--- src/core/wrr_regs.svh ---
// Register offsets, field positions, reset values and timing counts
`ifndef WRR_REGS_SVH
`define WRR_REGS_SVH

// ----------------------------------------
// Register offsets
// ----------------------------------------
`define WRR_ADDR_WAKE_CFG 8'ha5
`define WRR_ADDR_OPM_CTRL 8'hae
`define WRR_ADDR_RST_REASON 8'hb1
`define WRR_ADDR_PIN_EN_HI 8'hce
`define WRR_ADDR_PIN_EN_LO 8'hcf

// ----------------------------------------
// Fields and reset values
// ----------------------------------------
`define WRR_OPM_POL_BIT 2
`define WRR_OPM_LATCH_BIT 1
`define WRR_OPM_WDT_BIT 0
`define WRR_RSN_PIN_BIT 0
`define WRR_RSN_WDT_BIT 1
`define WRR_RSN_DBG_BIT 2
`define WRR_RST_VAL_8 8'h00
`define WRR_RST_VAL_16 16'h0000
`define WRR_SRC_COND 2'h0
`define WRR_SRC_RSVD 2'h1
`define WRR_SRC_ALWAYS 2'h2
`define WRR_SRC_IGNORE 2'h3
`define WRR_IEN_RADIO_BIT 1
`define WRR_IEN_PIN_BIT 3
`define WRR_IEN_MISC_BIT 4
`define WRR_IEN_TICK_BIT 5

// ----------------------------------------
// Power-down mode codes
// ----------------------------------------
`define WRR_PD_DEEP 3'h1
`define WRR_PD_MEM_OFF 3'h2
`define WRR_PD_MEM_ON 3'h3
`define WRR_PD_REG_RET 3'h4

// ----------------------------------------
// Pin masks per package variant
// ----------------------------------------
`define WRR_USED_LARGE 16'hffff
`define WRR_USED_MID 16'h7fff
`define WRR_USED_SMALL 16'h007f
`define WRR_POL_LARGE 16'h0044
`define WRR_POL_MID 16'h1440
`define WRR_POL_SMALL 16'h0040

// ----------------------------------------
// Timing
// ----------------------------------------
`define WRR_CLK_NS 10
`define WRR_STARTUP_NS 100
`define WRR_STARTUP_CYC ((`WRR_STARTUP_NS + `WRR_CLK_NS - 1) / `WRR_CLK_NS)

`endif

--- src/core/wrr_pkg.sv ---
// Types shared by the wakeup and reset reason block
package wrr_pkg;

   typedef enum logic [1:0] {
      WRR_PKG_LARGE,
      WRR_PKG_MID,
      WRR_PKG_SMALL
   } wrr_variant_t;

   typedef enum logic {
      WRR_RUN,
      WRR_RESET_SEQ
   } wrr_seq_t;

   typedef struct packed {
      logic [7:0] addr;
      logic [7:0] wdata;
      logic wr;
      logic rd;
   } wrr_bus_t;

   typedef struct packed {
      logic pin;
      logic watchdog;
      logic debugger;
   } wrr_rst_src_t;

   typedef struct packed {
      logic radio_interrupt;
      logic tick;
      logic xosc_ready;
      logic adc_done;
      logic rng_ready;
   } wrr_irq_src_t;

   typedef struct packed {
      wrr_seq_t seq;
      logic [3:0] seq_cnt;
      logic sys_reset;
      logic [2:0] opm;
      logic [7:0] wake_cfg;
      logic [7:0] pin_en_hi;
      logic [7:0] pin_en_lo;
      logic [2:0] rsn;
      logic [7:0] rdata;
      logic [15:0] latched;
      logic misc_irq;
      logic pin_irq;
      logic wake;
      logic pin_flag;
      logic wdt_reset;
   } wrr_state_t;

endpackage

--- src/core/wrr_ctrl.sv ---
// Wakeup control, retention latch and reset reason bookkeeping
//
// Behaviour
// - Polarity bit one makes the selectable pin subset wake on low level.
// - Latch bit zero passes pin setup through; one holds the captured setup.
// - Watchdog reset on deep sleep; with enable bit also on retention modes.
// - All four reset sources start the same reset sequence.
// - Reset reason reads zero after an internal generator reset.
// - Any write to reset reason clears all its bits, except bits of sources active in the same cycle.
// - Reset reason bits accumulate until a write or generator reset.
// - Reason bit 0 pin, bit 1 watchdog, bit 2 debugger; rest zero.
// - Source codes: 00 conditional, 10 always, 11 ignore, in standby.
// - Wake config bits 7:6 govern radio interrupt, enable bit one.
// - Wake config bits 5:4 govern tick, enable bit five.
// - Wake config bits 3:2 govern pin wakeup interrupt, enable bit three.
// - Wake config bits 1:0 govern miscellaneous interrupt, enable bit four.
// - Miscellaneous interrupt on oscillator ready, conversion done, new random.
// - Each pin enable bit set allows wakeup from its pin.
// - Pin enable bits unused in the package variant have no effect.
// - Pins outside the selectable subset always wake on high level.
// - Enabled slave chip select low acts as an extra pin wakeup.
// - Pin wakeup sets a flag cleared by read or power-down entry.
//
// The implementer's own choice: strobed register access.
`timescale 1ns/1ps
`include "wrr_regs.svh"

module wrr_ctrl (
   input wire logic mclk_in,
   input wire logic rst_n_in,
   input wire logic ce_in,
   input wire wrr_pkg::wrr_bus_t bus_in,
   output logic [7:0] rdata_out,
   input wire wrr_pkg::wrr_variant_t variant_in,
   input wire wrr_pkg::wrr_rst_src_t rst_src_in,
   output logic sys_reset_out,
   input wire wrr_pkg::wrr_irq_src_t irq_src_in,
   input wire logic [7:0] interrupt_enable_one_in,
   input wire logic standby_in,
   input wire logic [15:0] wake_pins_in,
   input wire logic spi_slave_en_in,
   input wire logic slave_chip_select_n_in,
   input wire logic enter_pd_in,
   input wire logic [2:0] pd_mode_in,
   input wire logic pin_flag_rd_in,
   input wire logic [15:0] pin_setup_in,
   output logic [15:0] pin_setup_out,
   output logic miscellaneous_interrupt_out,
   output logic pin_wakeup_interrupt_out,
   output logic wake_out,
   output logic pin_wake_flag_out,
   output logic wdt_reset_out
);
   import wrr_pkg::*;

   localparam logic [3:0] STARTUP_CYC = 4'(`WRR_STARTUP_CYC);

   wrr_state_t s;
   wrr_state_t next_s;
   logic [15:0] used_mask;
   logic [15:0] pol_mask;
   logic [15:0] pin_en;
   logic [15:0] pin_hit;
   logic any_rst;
   logic rsn_wr;

   // ----------------------------------------
   // Source gating
   // ----------------------------------------
   // decode of one two-bit source field
   function automatic logic src_allow(input logic [1:0] code, input logic ien);
      logic res;
      res = 1'b0;
      case (code)
         `WRR_SRC_COND: res = ien;
         `WRR_SRC_ALWAYS: res = 1'b1;
         default: res = 1'b0;
      endcase
      return res;
   endfunction

   always_comb begin
      case (variant_in)
         WRR_PKG_LARGE: begin
            used_mask = `WRR_USED_LARGE;
            pol_mask = `WRR_POL_LARGE;
         end
         WRR_PKG_MID: begin
            used_mask = `WRR_USED_MID;
            pol_mask = `WRR_POL_MID;
         end
         WRR_PKG_SMALL: begin
            used_mask = `WRR_USED_SMALL;
            pol_mask = `WRR_POL_SMALL;
         end
         default: begin
            used_mask = `WRR_RST_VAL_16;
            pol_mask = `WRR_RST_VAL_16;
         end
      endcase
   end

   assign pin_en = {s.pin_en_hi, s.pin_en_lo};

   genvar gi;
   generate
      for (gi = 0; gi < 16; gi++) begin : g_pin
         // selectable pins invert when polarity bit set
         assign pin_hit[gi] = pin_en[gi] & used_mask[gi] &
            (wake_pins_in[gi] ^ (s.opm[`WRR_OPM_POL_BIT] & pol_mask[gi]));
      end
   endgenerate

   assign any_rst = rst_src_in.pin | rst_src_in.watchdog | rst_src_in.debugger;
   assign rsn_wr = bus_in.wr && (bus_in.addr == `WRR_ADDR_RST_REASON);

   // ----------------------------------------
   // Next state
   // ----------------------------------------
   always_comb begin
      next_s = s;

      // Register writes
      if (bus_in.wr) begin
         case (bus_in.addr)
            `WRR_ADDR_WAKE_CFG: next_s.wake_cfg = bus_in.wdata;
            `WRR_ADDR_OPM_CTRL: next_s.opm = bus_in.wdata[2:0];
            `WRR_ADDR_PIN_EN_HI: next_s.pin_en_hi = bus_in.wdata;
            `WRR_ADDR_PIN_EN_LO: next_s.pin_en_lo = bus_in.wdata;
            default: next_s.opm = s.opm;
         endcase
      end

      if (rsn_wr) begin
         next_s.rsn = 3'h0;
      end
      // new sources OR in, set wins over clear
      if (any_rst) begin
         next_s.rsn = (rsn_wr ? 3'h0 : s.rsn) |
            {rst_src_in.debugger, rst_src_in.watchdog, rst_src_in.pin};
      end

      // Register reads, data in next cycle
      next_s.rdata = `WRR_RST_VAL_8;
      if (bus_in.rd) begin
         case (bus_in.addr)
            `WRR_ADDR_WAKE_CFG: next_s.rdata = s.wake_cfg;
            `WRR_ADDR_OPM_CTRL: next_s.rdata = {5'h00, s.opm};
            `WRR_ADDR_RST_REASON: next_s.rdata = {5'h00, s.rsn};
            `WRR_ADDR_PIN_EN_HI: next_s.rdata = s.pin_en_hi;
            `WRR_ADDR_PIN_EN_LO: next_s.rdata = s.pin_en_lo;
            default: next_s.rdata = `WRR_RST_VAL_8;
         endcase
      end

      case (s.seq)
         WRR_RUN: begin
            next_s.sys_reset = 1'b0;
            if (any_rst) begin
               next_s.seq = WRR_RESET_SEQ;
               next_s.seq_cnt = 4'h0;
               next_s.sys_reset = 1'b1;
            end
         end
         WRR_RESET_SEQ: begin
            next_s.sys_reset = 1'b1;
            if (any_rst) begin
               next_s.seq_cnt = 4'h0;
            end else if (s.seq_cnt == STARTUP_CYC - 4'h1) begin
               next_s.seq = WRR_RUN;
               next_s.sys_reset = 1'b0;
            end else begin
               next_s.seq_cnt = s.seq_cnt + 4'h1;
            end
         end
         default: next_s.seq = WRR_RUN;
      endcase

      if (!s.opm[`WRR_OPM_LATCH_BIT]) begin
         next_s.latched = pin_setup_in;
      end

      next_s.misc_irq = irq_src_in.xosc_ready | irq_src_in.adc_done | irq_src_in.rng_ready;
      // slave chip select as pin source
      next_s.pin_irq = (|pin_hit) | (spi_slave_en_in & ~slave_chip_select_n_in);

      next_s.wake = standby_in & (
         (irq_src_in.radio_interrupt &
            src_allow(s.wake_cfg[7:6], interrupt_enable_one_in[`WRR_IEN_RADIO_BIT])) |
         (irq_src_in.tick &
            src_allow(s.wake_cfg[5:4], interrupt_enable_one_in[`WRR_IEN_TICK_BIT])) |
         (next_s.pin_irq &
            src_allow(s.wake_cfg[3:2], interrupt_enable_one_in[`WRR_IEN_PIN_BIT])) |
         (next_s.misc_irq &
            src_allow(s.wake_cfg[1:0], interrupt_enable_one_in[`WRR_IEN_MISC_BIT])));

      // pin wake flag, set wins over clear
      if (pin_flag_rd_in || enter_pd_in) begin
         next_s.pin_flag = 1'b0;
      end
      if (standby_in && next_s.pin_irq &&
         src_allow(s.wake_cfg[3:2], interrupt_enable_one_in[`WRR_IEN_PIN_BIT])) begin
         next_s.pin_flag = 1'b1;
      end

      next_s.wdt_reset = enter_pd_in && ((pd_mode_in == `WRR_PD_DEEP) ||
         (s.opm[`WRR_OPM_WDT_BIT] && ((pd_mode_in == `WRR_PD_MEM_OFF) ||
         (pd_mode_in == `WRR_PD_MEM_ON) || (pd_mode_in == `WRR_PD_REG_RET))));
   end

   // ----------------------------------------
   // State register
   // ----------------------------------------
   // generator reset clears reason and starts sequence
   always_ff @(posedge mclk_in or negedge rst_n_in) begin
      if (!rst_n_in) begin
         s <= '0;
         s.seq <= WRR_RESET_SEQ;
         s.sys_reset <= 1'b1;
      end else if (ce_in) begin
         s <= next_s;
      end
   end

   assign rdata_out = s.rdata;
   assign sys_reset_out = s.sys_reset;
   assign pin_setup_out = s.latched;
   assign miscellaneous_interrupt_out = s.misc_irq;
   assign pin_wakeup_interrupt_out = s.pin_irq;
   assign wake_out = s.wake;
   assign pin_wake_flag_out = s.pin_flag;
   assign wdt_reset_out = s.wdt_reset;
endmodule

--- config.mk ---
export PLATFORM = sky130hd
export DESIGN_NAME = wrr_ctrl
export DESIGN_NICKNAME = d
export VERILOG_FILES = /design/src/core/wrr_pkg.sv /design/src/core/wrr_ctrl.sv
export VERILOG_INCLUDE_DIRS = /design/src /design/src/core
export SDC_FILE = /design/constraint.sdc
export NUM_CORES = 1
export LEC_CHECK = 0
export BUFFER_PORTS_ARGS = -buffer_cell sky130_fd_sc_hd__buf_2
export CORE_ASPECT_RATIO = 0.7
export CORE_MARGIN = 10
export CORE_UTILIZATION = 35
export DETAILED_ROUTE_END_ITERATION = 10
export GPL_TIMING_DRIVEN = 0
export HOLD_SLACK_MARGIN = 0.15
export SYNTH_ARGS = -nofsm -noshare
export SYNTH_HDL_FRONTEND = slang
export SYNTH_SLANG_ARGS = --single-unit
--- constraint.sdc ---
create_clock -name mclk_in -period 3 [get_ports mclk_in]
set_input_delay 0.45 -clock mclk_in [delete_from_list [all_inputs] [get_ports mclk_in]]
set_output_delay 0.45 -clock mclk_in [all_outputs]
set_load 0.02 [all_outputs]
# --- After elaboration in Yosys (flattened, before gate mapping) ---
# Index checks and enable logic that the tools add are counted.
word_totals:
  reg_bits: 65
  out_inout_bits: 30
  inputBits: 79
classes:
  add_sub_neg: 1
  muxes: 18
  n_eq_ne: 18
  reduce_logical: 23
  n_bitwise: 82
op_table:
  columns: ["operator", "n"]
  rows:
  - ["$and A1 B1 Y1", 51]
  - ["$pmux W16 S3", 1]
  - ["$eq A8 B8 Y1 const B", 5]
  - ["$pmux W8 S5", 1]
  - ["$pmux W13 S3", 1]
  - ["$reduce_or A16 Y1", 1]
  - ["$xor A1 B1 Y1", 16]
  - ["$reduce_and A3 Y1", 5]
  - ["$pmux W6 S2", 1]
  - ["$eq A2 B2 Y1 const B", 5]
  - ["$logic_not A2 Y1", 5]
  - ["$mux W4", 2]
  - ["$mux W8", 1]
  - ["$or A1 B1 Y1", 8]
  - ["$pmux W1 S2", 4]
  - ["$eq A3 B2 Y1 const B", 2]
  - ["$mux W3", 2]
  - ["$mux W6", 1]
  - ["$logic_and A1 B1 Y1", 5]
  - ["$add A4 B1 Y4 const B", 1]
  - ["$eq A4 B4 Y1 const B", 1]
  - ["$logic_or A1 B1 Y1", 4]
  - ["$mux W1", 4]
  - ["$reduce_and A2 Y1", 2]
  - ["other kinds (9)", 13]

# --- Depth between registers and ports, before layout ---
# Gate-level depths: netlist of run 1.
depth:
  ltp_word: 11
  ltp_mapped: 7
  depth_no_buf: 7

# --- Worst setup path before layout of run 1 ---
# No wires, ideal clock.
synth_path:
  path_kind: "in2reg"
  start: "in bus_in[12] in the netlist's numbering"
  end: "reg s, in the netlist pin_en[0]"
  setup_slack_ps: 1105
  setup_time_ps: 127
  arrival_time_ps: 1767
  path_stages: 7
  cell_sequence: "nor2b_2 and4_1 buf_2 and2_1 and3_1 buf_4 mux2_1"
synth_between:
  elab_chain_len: 2
synth_rtl:
  columns: ["element", "line", "rtl"]
  rows:
  - ["from (decl)", "wrr_ctrl.sv:32", "input wire wrr_pkg::wrr_bus_t bus_in,"]
  - ["$eq A8 B8 Y1", "wrr_ctrl.sv:125", "case (bus_in.addr)"]
  - ["$reduce_and A3 Y1 (no source line)", null, null]
  - ["to (signal assigned)", "wrr_ctrl.sv:221", "s <= next_s;"]
  - ["to (decl)", "wrr_ctrl.sv:58", "wrr_state_t s;"]
# Every way passes these cells.
# A chain may end at the register's enable or synchronous reset.

# --- Worst setup path after layout of run 1 ---
layout_path:
  start: "in bus_in[12] in the netlist's numbering"
  end: "reg s, in the netlist pin_en[5]"
# The elaborated chain is that of the path after synthesis.

==> reports/metrics.cfg, run 1 <==
[cts]
cts_buffers=9
cts_resized=0
cts_max_level=3
clk-insertion-delay-late_ns=0.32
holdBufCountCts=0
cts_buffer_depth=2
postCtsSetupBuffers=0
cts_tree=done
clkTransAtPathRegs_ns=0.05
cts_sinks=64
cts_root_buf=clkbuf_16

[cells_and_area]
finalNonFillerCells=515
diodes=0
area_growth_pct=30.0
layout-drive-gt1-share_pct=40.4
fin_nets=467
design_area_sq_um=4220

[yosys]
synth.top_cells.by_area=dfrtp_1 (49%), mux2_1 (17%), buf_4 (5.8%)
synth-seq-cells=64
yosys-top-cells-count=dfrtp_1 (63), mux2_1 (48), buf_4 (25)
synth_most_common_cell=dfrtp_1
synth_nets=353
avgSynthCellArea_sq_um=11.9
synthArstFlopShare_pct=100
ys_seq_area_share_pct=49.3
yosysUniqueCellTypes=51
synth_top_area_share_pct=48.5
synth_warnings=0
synth_ff_type=dfrtp_1
yosysTopAreaCell=dfrtp_1
synthCells=272
netlist_area_sq_um=3250
synth_edf_count=0

[worst_setup_path]
critical_path.most_common_cell=buf_2
worstSetupStartpointType=input port
critical_path_class=input port to flip-flop
cp.required_ns=3.20
cp_cell_sequence=buf_2, nor2b_2, and4_1, buf_2, and2_1, and3_1, buf_4, mux2_1
crit_arrival_ns=2.20
end_kind=flip-flop
rr_startpoint=pin_en[1]
cp_slowest_cell=mux2_1
crit_family=simple AND/OR/NAND/NOR gates
critPathLaunch=bus_in[12]
reg2reg_setup_slack_ns=1.08
critPathBufInv=3
worst-path-max-fanout=8
slowest_delay_ns=0.34

[power_and_ir_drop]
totalPowerFinal_mw=2.24
power_density_nw_per_um2=532
irDropWorstVdd_v=0.000270
leakage_nw=2.12

[route]
vias=2553
postRouteAntennaNets=0
wirelength_microns=9250
drt_first_pass_iters=5
drt-vias-per-instance=4.96
drc=0
initialDrtViolationCount=173
wl_per_cell_microns=18.0

[placed_design]
gp_congestion=0.787
dp_hpwl_microns=7240
dpl.cell_count=499
io_buffers=103
dp_slack_ns=0.697
placed_area_sq_um=3920

[global_routing]
grt_pass1_wl_microns=14900
grt_max_degree=65
grt_usage_pct=14.1
grt_antenna_before_repair=0
grt_pass1_vias=2822
grt_overflow=0

[die]
die_height_microns=101
dieArea_sq_um=13600
start_util_pct=35.8
die-width_microns=135
rows=29
ios=109
core-area_sq_um=9070

[timing]
tightest_slew_ns=0.813
slew_headroom_pct=45.8
finalMaxSlewViolations=0
finalHoldViolCount=0
rsz0062_at_grt=false
min_period_ns=2.00
fin_crit_sh_pct=66.6
skew_ns=0.00355
worst_slack_ns=1.00
finalSetupTns_ns=0
setup_viol=0
fmax_ghz=0.501

[run_status]
status=finished clean

[worst_hold_path]
hp-class=input port to async pin

[flow_run]
drv_cap=0

[cells in the final DEF (no fill, tap or decap), drive strengths merged, types with 3 or more instances in the layout]
| cell type | synthesis | final |
|---|---|---|
| clkbuf | 2 | 15 |
| dfrtp | 63 | 63 |
| a22o | 9 | 9 |
| a21oi | 4 | 4 |
| nor2b | 5 | 5 |
| mux2 | 49 | 49 |
| and2 | 4 | 4 |
| nand2b | 4 | 4 |
| a22oi | 6 | 6 |
| inv | 7 | 7 |
| nand2 | 12 | 12 |
| nand3 | 5 | 5 |
| nand3b | 3 | 3 |
| nor2 | 12 | 12 |
| o21ai | 4 | 4 |
| buf | 31 | 134 |
| o2bb2ai | 4 | 4 |
| xnor2 | 4 | 4 |
| o211ai | 4 | 4 |
| a222oi | 6 | 6 |
| o31ai | 6 | 6 |
[metal layers]
| metal | vias up | track usage (%) | share of wire, % |
|---|---|---|---|
| li1 | 1208 | - | - |
| met1 | 1248 | 18.5 | 48 |
| met2 | 87 | 20.5 | 42 |
| met3 | 10 | 6.13 | 8.9 |
| met4 | 0 | 4.46 | 1.2 |
| met5 | - | 0 | 0 |
[final cells by class]
| type | count | area (sq um) |
|---|---|---|
| repair buffers | 103 | 518 |
| clock inverters | 3 | 40.0 |
| inverters | 7 | 26.3 |
| well taps | 124 | 155 |
| plain buffers | 33 | 224 |
| multi-input cells | 168 | 1400 |
| clock buffers | 13 | 260 |
| fillers | 921 | 4850 |
| flip-flops and latches | 64 | 1600 |
[worst paths after layout]
path,endpoint,cells after the start
max reg2reg,pin_wake_flag_out,5
min in group mclk_in,pin_setup_out[7],2
min reg2reg,pin_setup_out[10],1
max in group asynchronous,s[51],1
min,s[63],1
max,pin_en[5],8
[flip-flops by register name, indices dropped and copies added, names as in the netlist]
signal,count
miscellaneous_interrupt_out,1
wake_out,1
s,19
pin_wake_flag_out,1
pin_setup_out,16
rdata_out,8
wdt_reset_out,1
pin_en,16
pin_wakeup_interrupt_out,1
[kinds of logic (layout without fill, tap and decap cells)]
group	count (synthesis)	in the layout	synth area share (%)
AO/OA/AOI/OAI	50	50	12.4
XOR/XNOR	6	6	1.62
adder cells (fa/ha/maj)	2	2	0.770
buffers and inverters	40	159	7.70
flip-flops	64	64	49.3
multiplexers	49	49	17.0
AND/OR/NAND/NOR	61	61	11.2
[where the power goes]
| group | internal (mW) | switching [mW] |
|---|---|---|
| sequential | 0.904 | 0.0252 |
| clock | 0.685 | 0.358 |
| combinational | 0.127 | 0.145 |
[metrics by stage]
stage / util, % / hold WS (ns)
floorplan: - / 0.154
global placement: 43.2 / 0.468
detailed placement: 43.2 / 0.474
CTS: 46.6 / 0.248
global route: 46.6 / 0.283
finish: 46.6 / 0.216
(Power assumes the default switching activity.)
==> run 2: changes to the inputs <==
==> constraint.sdc (replaced) <==
create_clock -name mclk_in -period 2 [get_ports mclk_in]
set_input_delay 0.3 -clock mclk_in [delete_from_list [all_inputs] [get_ports mclk_in]]
set_output_delay 0.3 -clock mclk_in [all_outputs]
set_load 0.02 [all_outputs]
==> run 2 against run 1 <==
Net effect:
- total power up 50%
- final area up 0.53%
- critical endpoint is now pin_wake_flag_out
- via count up 0.31%
- clock power up 50%
- sequential share of layout area down 0.20 points
- hold slack worse by 0.029 ns
- first-iteration DRC count up 6.9%
- register-to-register slack worse by 0.96 ns
- combinational power up 51%
==> reports/metrics.cfg, run 2 (synthesized netlist as in run 1, its figures left out) <==
[global_routing]
grt_pass1_vias=2828  ; +0.21%
grt_antenna_before_repair=0  ; unchanged
grt_overflow=0  ; unchanged
grt_max_degree=65  ; unchanged
grt_pass1_wl_microns=14900  ; about the same
grt_usage_pct=14.1  ; unchanged

[power_and_ir_drop]
irDropWorstVdd_v=0.000404  ; +50%
internal-power_mw=2.58  ; +50%
p_clk_share_pct=46.4  ; about the same
combPwrFrac_pct=12.2  ; about the same
p_sw_share_pct=23.5  ; -0.042 points
p_sw_mw=0.791  ; +50%
power_density_nw_per_um2=793  ; +49%
leakage_nw=2.14  ; +0.76%
p_seq_share_pct=41.4  ; about the same
totalPowerFinal_mw=3.37  ; +50%

[cells_and_area]
layout-drive-gt1-share_pct=40.7  ; +0.30 points
largest_reg_flops=19  ; unchanged
final_cell_mix=buf_2 (107), dfrtp_1 (63), mux2_1 (48)
layout_commonest_cell=buf_2
fin_nets=469  ; +0.43%
area_growth_pct=30.7
diodes=0  ; unchanged
finalNonFillerCells=517  ; +0.39%
design_area_sq_um=4250  ; +0.53%
regMostFlops=s
post-route-util_pct=46.8  ; +0.25 points

[cts]
clk-insertion-delay-late_ns=0.32  ; about the same
clkTransAtPathRegs_ns=0.05  ; about the same
cts_buffers=9  ; unchanged
cts_root_buf=clkbuf_16
cts_buffer_depth=2  ; unchanged
cts_sinks=64  ; unchanged
cts_max_level=3  ; unchanged
cts_tree=done

[die]
die-width_microns=135  ; unchanged
die_height_microns=101  ; unchanged
dieArea_sq_um=13600  ; unchanged
rows=29  ; unchanged
start_util_pct=35.8  ; unchanged
ios=109  ; unchanged
core-area_sq_um=9070  ; unchanged

[route]
wl_per_cell_microns=17.8  ; -0.73%
wirelength_microns=9220  ; -0.35%
drc=0  ; unchanged
postRouteAntennaNets=0  ; unchanged
initialDrtViolationCount=185  ; +6.9%
drt_first_pass_iters=4  ; -1
vias=2561  ; +0.31%
drt-vias-per-instance=4.95  ; about the same

[timing]
skew_ns=0.00379  ; +0.000240 ns
slew_headroom_pct=45.9  ; +0.15 points
tightest_slew_ns=0.811  ; -0.00220 ns
setup_viol=0  ; unchanged
min_period_ns=1.88
fmax_ghz=0.531
finalMaxSlewViolations=0  ; unchanged
fin_crit_sh_pct=94.2
holdWs_ns=0.187  ; -0.0294 ns
worst_slack_ns=0.117  ; -0.886 ns
rsz0062_at_grt=false
finalSetupTns_ns=0  ; unchanged
finalHoldViolCount=0  ; unchanged

[placed_design]
io_buffers=103  ; unchanged
gp_congestion=0.787  ; unchanged
placed_area_sq_um=3920  ; unchanged
dp_slack_ns=-0.153  ; -0.850 ns
dp_hpwl_microns=7240  ; unchanged
dpl.cell_count=499  ; unchanged

[run_status]
status=finished clean

[worst_setup_path]
end_kind=flip-flop
crit_arrival_ns=2.09  ; -0.11 ns
cp.required_ns=2.20  ; -1.00 ns
critical_path_class=flip-flop to flip-flop
worstSetupStartpointType=flip-flop
worst-path-max-fanout=3  ; -5

[flow_run]
drv_cap=0  ; unchanged

[worst_hold_path]
hp-class=input port to flip-flop

-- run 2: cell count changes in the layout (fill, tap and decap cells not counted), sizes merged --
| cell | delta |
|---|---|
| buf | +1 |
| dlygate4sd3 | +1 |
-- run 2: area by class of cell --
type	count	area [sq um]
Clock inverter	3	40.0
Inverter	7	26.3
Timing Repair Buffer	105	536
Clock buffer	13	260
Multi-Input combinational cell	168	1400
Buffer	33	224
Tap cell	124	155
Fill cell	917	4830
Sequential cell	64	1600
-- run 2: worst paths after layout --
path / end / slack (ns) / cells after the start / start
max: pin_wake_flag_out / 0.12 / 5 / pin_en[1]
min: pin_setup_out[7] / 0.19 / 2 / pin_setup_in[7]
max reg2reg: pin_wake_flag_out / 0.12 / 5 / pin_en[1]
min reg2reg: pin_setup_out[10] / 0.48 / 1 / pin_setup_out[10]
max in group asynchronous: s[48] / 0.84 / 2 / rst_n_in
min in group asynchronous: s[63] / 0.61 / 2 / rst_n_in
-- run 2: critical path, stage by stage, from the launching register on --
cell and delay (ns):
dfrtp_1 0.41, a222oi_1 0.49, o211ai_1 0.19, a221oi_2 0.41, or4_4 0.21, nand3_2 0.05
-- run 2: layer usage --
| metal | track usage [%] | wire length [microns] |
|---|---|---|
| met5 | 0 | 0 |
| met4 | 4.46 | 106 |
| met3 | 6.18 | 784 |
| met2 | 20.6 | 3920 |
| met1 | 18.4 | 4410 |
-- run 2: what timing repair did --
action,4_1_cts,5_1_grt
resized for setup,0,1
hold buffers,1,0
buffers inserted,0,1
endpoints found under the hold margin,63,0
setup endpoints to repair,0,2
-- run 2: power groups by stage --
stage	combinational [mW]	clock, mW	sequential (mW)
4_1_cts	0.418	1.60	1.39
3_5_place_dp	0.415	0	1.42
6_report	0.411	1.56	1.39
5_1_grt	0.457	1.67	1.40
2_1_floorplan	0.217	0	1.41
3_3_place_gp	0.408	0	1.41
